==> src/design/bfc_pkg.sv <==
// Purpose: constants for the bridge forwarding control block
// Assumes: 32-bit configuration dwords, byte enables active low
// Notes:   offsets are byte addresses of configuration dwords
`default_nettype none
package bfc_pkg;
	// ---------------------------------------------------------------
	// register offsets
	// ---------------------------------------------------------------
	localparam logic [7:0]  OFS_IO_LIMIT   = 8'h30; // io window top upper
	localparam logic [7:0]  OFS_CAP_PTR    = 8'h34; // capability pointer
	localparam logic [7:0]  OFS_BRIDGE_CTL = 8'h3c; // pin byte and control
	// ---------------------------------------------------------------
	// fixed values and reset values
	// ---------------------------------------------------------------
	localparam logic [7:0]  CAP_PTR_VALUE  = 8'hdc; // power mgmt offset
	localparam logic [7:0]  INT_PIN_VALUE  = 8'h00; // no interrupt pin
	localparam logic [15:0] IO_LIMIT_RST   = 16'h0000;
	localparam logic [15:0] CTL_RST        = 16'h0000;
	// control bits inside the upper half of dword 0x3c
	localparam int          BIT_PARITY     = 0;  // dword bit 16
	localparam int          BIT_SERR_FWD   = 1;  // dword bit 17
	localparam int          BIT_ISA        = 2;  // dword bit 18
	localparam int          BIT_VGA        = 3;  // dword bit 19
	localparam int          BIT_ABORT      = 5;  // dword bit 21
	localparam int          BIT_SEC_RST    = 6;  // dword bit 22
	localparam logic [15:0] CTL_WMASK      = 16'h006f; // bit 20 reserved
	// ---------------------------------------------------------------
	// decode constants
	// ---------------------------------------------------------------
	localparam logic [15:0] ISA_SPACE_TOP  = 16'h0000; // first 64 kB
	localparam logic [31:0] VGA_MEM_LO     = 32'h000a0000;
	localparam logic [31:0] VGA_MEM_HI     = 32'h000bffff;
	localparam logic [9:0]  VGA_IO1_LO     = 10'h3b0;
	localparam logic [9:0]  VGA_IO1_HI     = 10'h3bb;
	localparam logic [9:0]  VGA_IO2_LO     = 10'h3c0;
	localparam logic [9:0]  VGA_IO2_HI     = 10'h3df;
	localparam logic [31:0] ABORT_RDATA    = 32'hffffffff;
endpackage : bfc_pkg
`default_nettype wire

==> src/design/bfc_bridge_forwarding_control.sv <==
// Purpose: bridge control registers and the forwarding decisions they steer
// Assumes: one pci clock, synchronous active-low primary reset
// Notes:   io base upper half and lower io window bits come in as inputs
//
// Functional notes
// - writable io window top upper 16 bits
// - capability pointer reads fixed dc
// - capability dword upper 24 bits zero
// - interrupt pin byte reads zero
// - parity bit clear blocks parity reporting
// - parity bit set enables parity reporting
// - forward secondary system error when enabled
// - isa clear forwards whole io window
// - isa set drops top 768 bytes
// - isa set forwards top 768 upstream
// - vga clear ignores vga unless window
// - vga set forwards frame buffer memory
// - vga set forwards legacy video io
// - vga needs enables, ignored on secondary
// - bit 20 reserved reads zero
// - abort clear completes with all ones
// - abort set gives target abort, serr
// - secondary reset output follows control bit
// - secondary reset clears secondary side only
// - byte enables select fields individually
`default_nettype none
module bfc_bridge_forwarding_control
	import bfc_pkg::*;
(
	input  wire logic        clock,          // pci clock
	input  wire logic        rst_n,          // primary reset
	// configuration access
	input  wire logic        cfgWrite,       // config write data phase
	input  wire logic        cfgRead,        // config read data phase
	input  wire logic [7:0]  cfgOffset,      // dword byte address
	input  wire logic [3:0]  upstream_command_byte_enable_n, // lanes
	input  wire logic [31:0] cfgWdata,       // write data
	output logic      [31:0] cfgRdata,       // read data
	// command register and window inputs
	input  wire logic        ioSpaceEn,      // command io enable
	input  wire logic        memSpaceEn,     // command memory enable
	input  wire logic        serrEn,         // command serr enable
	input  wire logic [31:0] ioBase,         // io window bottom
	input  wire logic [15:0] ioLimitLow,     // low half of window top
	// primary transaction decode
	input  wire logic        priValid,       // primary address phase
	input  wire logic        priIsIo,        // 1 io, 0 memory
	input  wire logic [31:0] priAddr,        // primary address
	output logic             priForward,     // claim and forward down
	// secondary transaction decode
	input  wire logic        secValid,       // secondary address phase
	input  wire logic        secIsIo,        // 1 io, 0 memory
	input  wire logic [31:0] secAddr,        // secondary address
	output logic             secForward,     // claim and forward up
	// error handling
	input  wire logic        secDataPerr,    // secondary data parity error
	input  wire logic        secAddrPerr,    // secondary address parity err
	input  wire logic        downstream_system_error_n, // secondary serr
	output logic             downstream_parity_error_n, // secondary perr
	output logic             dataParityReported, // status set pulse
	output logic             upstream_system_error_n,   // primary serr
	// master abort handling
	input  wire logic        masterAbort,    // bridge-initiated abort
	input  wire logic        abortPosted,    // 1 posted write, 0 delayed
	output logic             abortComplete,  // finish with trdy
	output logic             abortTarget,    // signal target abort
	output logic      [31:0] abortRdata,     // read data on completion
	// secondary reset
	output logic             secResetActive_n, // secondary reset pin
	output logic             secLogicReset   // reset for secondary side
);
	// ---------------------------------------------------------------
	// configuration registers
	// ---------------------------------------------------------------
	logic [15:0] ioLimitHigh_reg;  // io window top upper half
	logic [15:0] ctl_reg;          // bridge behaviour control
	logic [15:0] ctl_next;         // merged write value
	logic        hitLimit;         // access to dword 0x30
	logic        hitCtl;           // access to dword 0x3c
	logic [31:0] ioLimit;          // full io window top

	assign hitLimit = cfgOffset == OFS_IO_LIMIT;
	assign hitCtl   = cfgOffset == OFS_BRIDGE_CTL;

	// merge only the enabled upper lanes into control
	always_comb begin
		ctl_next = ctl_reg;
		if (!upstream_command_byte_enable_n[2]) begin
			ctl_next[7:0] = cfgWdata[23:16];
		end
		if (!upstream_command_byte_enable_n[3]) begin
			ctl_next[15:8] = cfgWdata[31:24];
		end
		ctl_next = ctl_next & CTL_WMASK;
	end

	// io window top upper half, lanes 2 and 3
	always_ff @(posedge clock) begin
		if (!rst_n) begin
			ioLimitHigh_reg <= IO_LIMIT_RST;
		end else if (cfgWrite && hitLimit) begin
			if (!upstream_command_byte_enable_n[2]) begin
				ioLimitHigh_reg[7:0] <= cfgWdata[23:16];
			end
			if (!upstream_command_byte_enable_n[3]) begin
				ioLimitHigh_reg[15:8] <= cfgWdata[31:24];
			end
		end
	end

	// control register, effective from the next cycle on
	always_ff @(posedge clock) begin
		if (!rst_n) begin
			ctl_reg <= CTL_RST;
		end else if (cfgWrite && hitCtl) begin
			ctl_reg <= ctl_next;
		end
	end

	// 4 kB granularity: low 12 bits of top are all ones
	assign ioLimit = {ioLimitHigh_reg, ioLimitLow[15:12],
		12'hfff};

	// ---------------------------------------------------------------
	// read path
	// ---------------------------------------------------------------
	// registered read data; unmapped dwords return zero
	always_ff @(posedge clock) begin
		if (!rst_n) begin
			cfgRdata <= 32'h00000000;
		end else if (cfgRead) begin
			unique case (cfgOffset)
				OFS_IO_LIMIT:   cfgRdata <= {ioLimitHigh_reg, 16'h0000};
				OFS_CAP_PTR:    cfgRdata <= {24'h000000,
					CAP_PTR_VALUE};
				OFS_BRIDGE_CTL: cfgRdata <= {ctl_reg,
					INT_PIN_VALUE, 8'h00};
				default:        cfgRdata <= 32'h00000000;
			endcase
		end
	end

	// ---------------------------------------------------------------
	// address decode
	// ---------------------------------------------------------------
	logic inWindow;   // primary io address inside the window
	logic isaTop;     // top 768 bytes of a 1 kB block
	logic isaDrop;    // isa alias to be ignored on primary
	logic vgaMem;     // legacy frame buffer
	logic vgaIo;      // legacy video io ranges
	logic vgaOk;      // legacy video forwarding allowed
	logic secIsaTop;  // secondary io in top 768 bytes

	assign inWindow  = priAddr >= ioBase && priAddr <= ioLimit;
	assign isaTop    = priAddr[9:8] != 2'b00;
	assign isaDrop   = ctl_reg[BIT_ISA] && priAddr[31:16] == ISA_SPACE_TOP
		&& isaTop;
	assign vgaMem    = priAddr >= VGA_MEM_LO && priAddr <= VGA_MEM_HI;
	assign vgaIo     = priAddr[31:16] == 16'h0000 &&
		((priAddr[9:0] >= VGA_IO1_LO && priAddr[9:0] <= VGA_IO1_HI) ||
		 (priAddr[9:0] >= VGA_IO2_LO && priAddr[9:0] <= VGA_IO2_HI));
	assign vgaOk     = ctl_reg[BIT_VGA] && ioSpaceEn && memSpaceEn;
	assign secIsaTop = secAddr[9:8] != 2'b00;

	// primary forwarding decision
	always_comb begin
		priForward = 1'b0;
		if (priValid) begin
			if (vgaOk && (priIsIo ? vgaIo : vgaMem)) begin
				priForward = 1'b1;
			end else if (priIsIo && ioSpaceEn && inWindow) begin
				// vga clear: vga io forwarded only via window, isa 0
				priForward = !isaDrop;
			end
		end
	end

	// secondary upstream decision; vga addresses never go up while the vga bit is set
	always_comb begin
		secForward = 1'b0;
		if (secValid && secIsIo && ctl_reg[BIT_ISA] && secIsaTop) begin
			secForward = 1'b1;
		end
		if (secValid && ctl_reg[BIT_VGA] && (secIsIo ?
			(secAddr[31:16] == 16'h0000 &&
			((secAddr[9:0] >= VGA_IO1_LO && secAddr[9:0] <= VGA_IO1_HI) ||
			 (secAddr[9:0] >= VGA_IO2_LO && secAddr[9:0] <= VGA_IO2_HI)))
			: (secAddr >= VGA_MEM_LO && secAddr <= VGA_MEM_HI))) begin
			secForward = 1'b0;
		end
	end

	// ---------------------------------------------------------------
	// parity and system error
	// ---------------------------------------------------------------
	logic serrSync1;  // synchroniser stage one
	logic serrSync2;  // stage two
	logic serrSync3;  // stage three
	logic secSerrSeen; // stable asserted secondary serr

	// secondary serr arrives from a pin: three stages
	always_ff @(posedge clock) begin
		if (!rst_n) begin
			serrSync1 <= 1'b0;
			serrSync2 <= 1'b0;
			serrSync3 <= 1'b0;
			secSerrSeen <= 1'b0;
		end else begin
			serrSync1 <= !downstream_system_error_n;
			serrSync2 <= serrSync1;
			serrSync3 <= serrSync2;
			if (serrSync2 == serrSync3) begin
				secSerrSeen <= serrSync3;
			end
		end
	end

	// parity reporting gated by parity response bit
	always_ff @(posedge clock) begin
		if (!rst_n) begin
			downstream_parity_error_n <= 1'b1;
			dataParityReported <= 1'b0;
		end else begin
			downstream_parity_error_n <=
				!(ctl_reg[BIT_PARITY] && secDataPerr);
			dataParityReported <= ctl_reg[BIT_PARITY] && secDataPerr;
		end
	end

	// primary serr from forwarded serr, address parity, posted abort
	always_ff @(posedge clock) begin
		if (!rst_n) begin
			upstream_system_error_n <= 1'b1;
		end else begin
			upstream_system_error_n <= !(serrEn && (
				(ctl_reg[BIT_SERR_FWD] && secSerrSeen) ||
				(ctl_reg[BIT_PARITY] && secAddrPerr) ||
				(ctl_reg[BIT_ABORT] && masterAbort &&
				abortPosted)));
		end
	end

	// ---------------------------------------------------------------
	// master abort response
	// ---------------------------------------------------------------
	always_ff @(posedge clock) begin
		if (!rst_n) begin
			abortComplete <= 1'b0;
			abortTarget <= 1'b0;
			abortRdata <= 32'h00000000;
		end else begin
			abortComplete <= masterAbort && !abortPosted &&
				!ctl_reg[BIT_ABORT];
			abortTarget <= masterAbort && !abortPosted &&
				ctl_reg[BIT_ABORT];
			abortRdata <= (masterAbort && !ctl_reg[BIT_ABORT]) ?
				ABORT_RDATA : 32'h00000000;
		end
	end

	// ---------------------------------------------------------------
	// secondary reset
	// ---------------------------------------------------------------
	assign secResetActive_n = !ctl_reg[BIT_SEC_RST];
	assign secLogicReset = ctl_reg[BIT_SEC_RST] || !rst_n;

	// ---------------------------------------------------------------
	// checks
	// ---------------------------------------------------------------
	a_sec_reset_pin: assert property (
		@(posedge clock) disable iff (!rst_n)
		cfgWrite && hitCtl && !upstream_command_byte_enable_n[2]
		|=> secResetActive_n == !$past(cfgWdata[22]))
		else $error("secondary reset pin mismatch");
	a_ctl_lanes_off: assert property (
		@(posedge clock) disable iff (!rst_n)
		cfgWrite && hitCtl && upstream_command_byte_enable_n[3:2] == 2'b11
		|=> $stable(ctl_reg))
		else $error("control written with lanes off");
	a_limit_lane: assert property (
		@(posedge clock) disable iff (!rst_n)
		cfgWrite && hitLimit && !upstream_command_byte_enable_n[3]
		|=> ioLimitHigh_reg[15:8] == $past(cfgWdata[31:24]))
		else $error("window top lane not written");
	a_perr_gated: assert property (
		@(posedge clock) disable iff (!rst_n)
		!ctl_reg[BIT_PARITY] && secDataPerr
		|=> downstream_parity_error_n)
		else $error("perr driven while response off");
	a_dpr_gated: assert property (
		@(posedge clock) disable iff (!rst_n)
		!ctl_reg[BIT_PARITY]
		|=> !dataParityReported)
		else $error("parity reported while response off");
	a_perr_driven: assert property (
		@(posedge clock) disable iff (!rst_n)
		ctl_reg[BIT_PARITY] && secDataPerr
		|=> !downstream_parity_error_n)
		else $error("perr not driven");
	a_serr_fwd_off: assert property (
		@(posedge clock) disable iff (!rst_n)
		!ctl_reg[BIT_SERR_FWD] && !secAddrPerr && !masterAbort
		|=> upstream_system_error_n)
		else $error("serr forwarded while disabled");
	a_abort_ones: assert property (
		@(posedge clock) disable iff (!rst_n)
		masterAbort && !ctl_reg[BIT_ABORT]
		|=> abortRdata == ABORT_RDATA)
		else $error("abort data not all ones");
	a_abort_target: assert property (
		@(posedge clock) disable iff (!rst_n)
		masterAbort && !abortPosted && ctl_reg[BIT_ABORT]
		|=> abortTarget && !abortComplete)
		else $error("target abort missing");
	a_cap_ptr_read: assert property (
		@(posedge clock) disable iff (!rst_n)
		cfgRead && cfgOffset == OFS_CAP_PTR
		|=> cfgRdata == 32'h000000dc)
		else $error("capability pointer wrong");
	a_ctl_read: assert property (
		@(posedge clock) disable iff (!rst_n)
		cfgRead && hitCtl
		|=> cfgRdata[20] == 1'b0 && cfgRdata[15:8] == 8'h00)
		else $error("reserved bits not zero");
	a_window_fwd: assert property (
		@(posedge clock) disable iff (!rst_n)
		priValid && priIsIo && ioSpaceEn && !ctl_reg[BIT_ISA]
		&& priAddr >= ioBase && priAddr <= ioLimit |-> priForward)
		else $error("io window not forwarded");
	a_vga_mem_fwd: assert property (
		@(posedge clock) disable iff (!rst_n)
		priValid && !priIsIo && ctl_reg[BIT_VGA] && ioSpaceEn
		&& memSpaceEn && priAddr >= VGA_MEM_LO && priAddr <= VGA_MEM_HI
		|-> priForward)
		else $error("vga memory not forwarded");
	a_vga_off_mem: assert property (
		@(posedge clock) disable iff (!rst_n)
		priValid && !priIsIo && !ctl_reg[BIT_VGA]
		|-> !priForward)
		else $error("memory claimed with vga off");
	a_isa_drop: assert property (
		@(posedge clock) disable iff (!rst_n)
		priValid && priIsIo && ctl_reg[BIT_ISA]
		&& priAddr[31:16] == 16'h0000 && priAddr[9:8] != 2'b00
		&& !(vgaOk && vgaIo) |-> !priForward)
		else $error("isa alias forwarded");
	a_isa_up: assert property (
		@(posedge clock) disable iff (!rst_n)
		secValid && secIsIo && ctl_reg[BIT_ISA] && !ctl_reg[BIT_VGA]
		&& secAddr[9:8] != 2'b00 |-> secForward)
		else $error("isa alias not forwarded up");
	a_sec_vga_off: assert property (
		@(posedge clock) disable iff (!rst_n)
		secValid && secIsIo && ctl_reg[BIT_VGA]
		&& secAddr[31:16] == 16'h0000 && secAddr[9:0] >= VGA_IO1_LO
		&& secAddr[9:0] <= VGA_IO1_HI |-> !secForward)
		else $error("vga io forwarded upstream");
endmodule : bfc_bridge_forwarding_control
`default_nettype wire

==> config.mk <==
export PLATFORM = sky130hd
export DESIGN_NAME = bfc_bridge_forwarding_control
export DESIGN_NICKNAME = d
export VERILOG_FILES = /design/src/design/bfc_pkg.sv /design/src/design/bfc_bridge_forwarding_control.sv
export SDC_FILE = /design/constraint.sdc
export NUM_CORES = 1
export LEC_CHECK = 0
export BUFFER_PORTS_ARGS = -buffer_cell sky130_fd_sc_hd__buf_2
export CORE_ASPECT_RATIO = 0.75
export CORE_UTILIZATION = 25
export CTS_CLUSTER_SIZE = 14
export DETAILED_ROUTE_END_ITERATION = 10
export GPL_TIMING_DRIVEN = 0
export PLACE_DENSITY = 0.57
export SETUP_SLACK_MARGIN = 0.2
export SYNTH_ARGS = -nofsm -noshare
export SYNTH_HDL_FRONTEND = slang
export SYNTH_SLANG_ARGS = --single-unit
export TNS_END_PERCENT = 50
==> constraint.sdc <==
create_clock -name clock -period 5.11 [get_ports clock]
set_clock_uncertainty 0.1 [all_clocks]
set_input_delay 0.2555 -clock clock [delete_from_list [all_inputs] [get_ports clock]]
set_output_delay 0.2555 -clock clock [all_outputs]
set_load 0.02 [all_outputs]
# Word-level counts from Yosys, hierarchy flattened
# Index checks and enable logic that the tools add are counted.
# word_totals
ff_bits	95
word_cells	96
# op_classes
magnitude_cmp	14
n_eq_ne	4
n_mux	9
bitwise_logic	2
reduce_logical	53
# ops
op	n
$pmux 32 s3	1
$ge 32x20->1 const B	2
$le 32x20->1 const B	2
$ge 10x10->1 const B	4
$le 10x10->1 const B	4
$logic_and 1x1->1	33
$ge 32x32->1	1
$le 32x32->1	1
$logic_not 16->1	2
$mux 32	1
$eq 8x6->1 const B	3
$logic_not 1->1	8
$mux 1	7
$reduce_and 2->1	3
$logic_or 1x1->1	5
$reduce_bool 2->1	2
$not 1->1	2
$eq 1x1->1	1

# Depth between registers and ports, before layout
# depth
word_depth	8
depth_mapped	8

# Worst setup path after synthesis
# No wires, ideal clock.
# synth_path
path_type	register to output
startpoint	register ioLimitHigh_reg[13]
endpoint	output priForward
t_arrival_ns	1.988
t_required_ns	4.754
slack_ns	2.767
path_stages_with_launch	8
path_cell_list	dfxtp_1 inv_1 ha_1 a21o_1 a21o_1 a221oi_1 nand4_1 a311oi_1
# synth_via
elab_chain_len	6
# synth_rtl
item	line	rtl
from (decl)	bfc_bridge_forwarding_control.sv:75	logic [15:0] ioLimitHigh_reg;
from (signal assigned)	bfc_bridge_forwarding_control.sv:106	ioLimitHigh_reg[15:8] <= cfgWdata[31:24];
$le 32x32->1	bfc_bridge_forwarding_control.sv:154	assign inWindow = priAddr >= ioBase && priAddr <= ioLimit;
$logic_and 1x1->1	bfc_bridge_forwarding_control.sv:154	
$logic_and 1x1->1	bfc_bridge_forwarding_control.sv:171	end else if (priIsIo && ioSpaceEn && inWindow) begin
$mux 1	bfc_bridge_forwarding_control.sv:171	
$mux 1	bfc_bridge_forwarding_control.sv:169	if (vgaOk && (priIsIo ? vgaIo : vgaMem)) begin
$mux 1	bfc_bridge_forwarding_control.sv:168	if (priValid) begin
to (decl)	bfc_bridge_forwarding_control.sv:49	output logic priForward,
# Every way passes these cells.

# Worst setup path after layout
# layout_path
startpoint	register ioLimitHigh_reg[11]
endpoint	output priForward
# Same word-level chain as after synthesis.

==> impl_metrics.py <==
metrics = {
    "synth": {
        "ys_seq_area_frac": 0.258,
        "synth_seq_cells": 49,
        "synthAdderAreaFrac": 0.171,
        "synth_top_family_by_area": "simple AND/OR/NAND/NOR gates",
        "synth_area_mm2": 0.00381,
        "synth_area_leaders": "dfxtp_1 (26%), ha_1 (17%), buf_4 (9.3%)",
        "yosysTopAreaCellShare": 0.258,
        "synth_compound_area_frac": 0.147,
        "synthCells": 467,
        "yosysTopAreaCell": "dfxtp_1",
        "synth_xor_area_frac": 0,
        "ys_warn_count": 0,
        "syn_area_per_cell_um2": 8.16,
        "muxShareOfSynthArea": 0.0394,
        "synthDistinctLibCells": 43,
        "synthSimpleGateAreaFrac": 0.220,
    },
    "clock_tree": {
        "clk_pin_slew_ns": 0.06,
        "cts-root-buf": "clkbuf_16",
        "cts.sinks": 49,
        "postCtsResizedCells": 0,
        "cts_hold_buf": 0,
        "post_cts_buffers": 0,
        "htree_num_levels": 2,
        "cts_buffers": 5,
        "cts_tree": "built",
        "cts_max_path_buffers": 2,
        "clk_latency_ns": 0.29,
    },
    "power": {
        "vdd_drop_max_mv": 0.103,
        "power.total_mw": 0.949,
        "leakagePower_nw": 2.68,
        "powerDensity_mw_per_mm2": 182,
    },
    "sta": {
        "fin_crit_ns": 2.63,
        "finalSetupViolCount": 0,
        "slew_headroom": 0.352,
        "setup_tns_ns": 0,
        "period_share": 0.514,
        "tightest_slew_ns": 0.971,
        "final_hold_viol_count": 0,
        "max_freq_ghz": 0.381,
        "maxSlewViolCount": 0,
        "finalWorstSetupSlack_ns": 2.48,
        "rsz0062_at_grt": "no",
    },
    "floorplan": {
        "fp.dieW_um": 145,
        "start_util": 0.259,
        "coreArea_mm2": 0.0147,
        "dieArea_mm2": 0.0157,
        "die_y_um": 109,
        "num_io_pins": 245,
        "num_rows": 38,
    },
    "detailed_routing": {
        "via_per_inst": 4.21,
        "wl_mm": 11.1,
        "dr.pass1.iters": 4,
        "wire_per_inst_um": 12.6,
        "drt_iter0_markers": 95,
        "drc": 0,
        "vias": 3709,
        "ant_nets": 0,
    },
    "layout": {
        "drive_above_1_share": 0.373,
        "n_fill_cell": 1566,
        "regArea_um2": 981,
        "area_growth_pct": 37.0,
        "largest_reg_flops": 17,
        "layout.cells.non_filler": 881,
        "nets": 902,
        "multiInputGateArea_mm2": 0.00224,
        "design_area_mm2": 0.00522,
    },
    "global_routing": {
        "antenna_found_initial": 3,
        "grt_pass1_vias": 3430,
        "grt_first_pass_wirelength_mm": 17.1,
        "grt.total_usage": 0.141,
        "grt_max_degree": 33,
        "grt.overflow.total": 0,
    },
    "worst_setup_path": {
        "start_kind": "register",
        "startpoint": "ioLimitHigh_reg[11]",
        "worstSetupPathType": "reg2out",
        "r2r_slack_ns": 4.05,
        "arrival_ns": 2.27,
        "worstPathRequired_ns": 4.75,
        "cp_max_fo": 3,
        "end_kind": "primary output",
        "worstReg2RegStart": "ctl_reg[3]",
    },
    "worst_hold_path": {
        "hold_path.class": "in2reg",
        "min_from": "downstream_system_error_n",
    },
    "place": {
        "dp_hpwl_mm": 9.60,
        "postPlaceCellArea_mm2": 0.00507,
        "numPortBuffers": 194,
        "dp_cells": 871,
        "place_ws_ns": 2.58,
        "gp_congestion": 0.808,
    },
    "run_status": {
        "status": "completed",
    },
    "flow_run": {
        "drv_cap": 0,
    },
}
-- cells by family (layout without fill, tap and decap cells) --
group                      count (synthesis)  in the layout
AOI/OAI and AO/OA                         84             84
adders and majority gates                 52             52
buffers and inverters                    115            316
DFF                                       49             49
muxes                                     15             15
other                                      1             14
and+or+nand+nor                          151            151
-- worst max-delay path, stage by stage, from the launching register on --
cell and delay (ns):
dfxtp_1 0.36, inv_1 0.06, ha_1 0.31, nand4_1 0.18
nor4_1 0.44, nand4_1 0.14, a311oi_1 0.28, buf_2 0.21
-- metal layers --
layer	wire, um	track usage
met3	865	0.0417
met1	5400	0.195
met5	0	0
met2	4800	0.219
met4	29	0.0203
-- layout make-up --
| class | count | share of cell area |
|---|---|---|
| plain buffers | 59 | 0.0794 |
| well taps | 200 | 0.0480 |
| flip-flops and latches | 49 | 0.188 |
| multi-input cells | 313 | 0.429 |
| clock buffers | 7 | 0.0273 |
| diodes | 3 | 0.00144 |
| repair buffers | 194 | 0.186 |
| inverters | 56 | 0.0403 |
-- power breakdown --
part / internal [mW] / total (mW) / switching (mW)
clock network: 0.192 / 0.330 / 0.138
logic: 0.113 / 0.232 / 0.118
registers: 0.384 / 0.387 / 0.00383
-- final timing paths --
check                       to  cells past startpoint
setup reg to reg  cfgRdata[19]                      3
hold reg to reg      serrSync2                      1
hold / removal       serrSync1                      2
setup / recovery    priForward                      7
-- cell usage after synthesis --
| cell | number |
|---|---|
| dfxtp_1 | 49 |
| and2_1 | 5 |
| o21ba_2 | 1 |
| a22o_1 | 6 |
| nor3b_1 | 2 |
| ha_1 | 52 |
| conb_1 | 1 |
| a21boi_0 | 16 |
| mux2i_1 | 15 |
| nand3b_1 | 2 |
| o21a_1 | 1 |
| nand2b_1 | 18 |
| a41oi_1 | 1 |
| buf_6 | 2 |
| o21ai_0 | 10 |
| nand4b_1 | 1 |
| o311ai_0 | 1 |
| a311oi_1 | 1 |
| inv_1 | 56 |
| a221oi_1 | 1 |
| a21o_1 | 4 |
| and3_1 | 2 |
| buf_2 | 1 |
| o2111ai_1 | 2 |
| nor3_1 | 7 |
| or3_4 | 1 |
| nor2b_1 | 17 |
| nor2_1 | 6 |
| nor4_1 | 7 |
| nand2_1 | 29 |
| o21bai_1 | 1 |
| o31ai_1 | 2 |
| clkbuf_1 | 9 |
| nor3_4 | 1 |
| and4_1 | 1 |
| nor4b_1 | 1 |
| a22oi_1 | 2 |
| nand4_1 | 16 |
| nand4bb_1 | 1 |
| a21oi_1 | 25 |
| buf_4 | 47 |
| nand3_1 | 34 |
| a21boi_1 | 10 |
-- metrics by stage --
| stage | hold slack, ns | utilization |
|---|---|---|
| 6_report | 0.0180 | 0.355 |
| 5_1_grt | 0.0109 | 0.355 |
| 4_1_cts | 0.0158 | 0.355 |
| 3_5_place_dp | 0.324 | 0.345 |
| 3_3_place_gp | 0.318 | 0.345 |
| 2_1_floorplan | 0.227 | - |
-- cells in the final DEF (no fill, tap or decap), drive strengths merged, types with 5 or more instances in the layout --
cell type,instances
inv,56
and2,5
nand3,34
a22o,6
buf,244
nor2,6
nand2b,18
a21oi,25
dfxtp,49
nor3,8
ha,52
nand2,29
conb,11
nand4,16
mux2i,15
nor4,7
o21ai,10
nor2b,17
a21boi,26
clkbuf,16
Power figures use the tool's default switching activity.
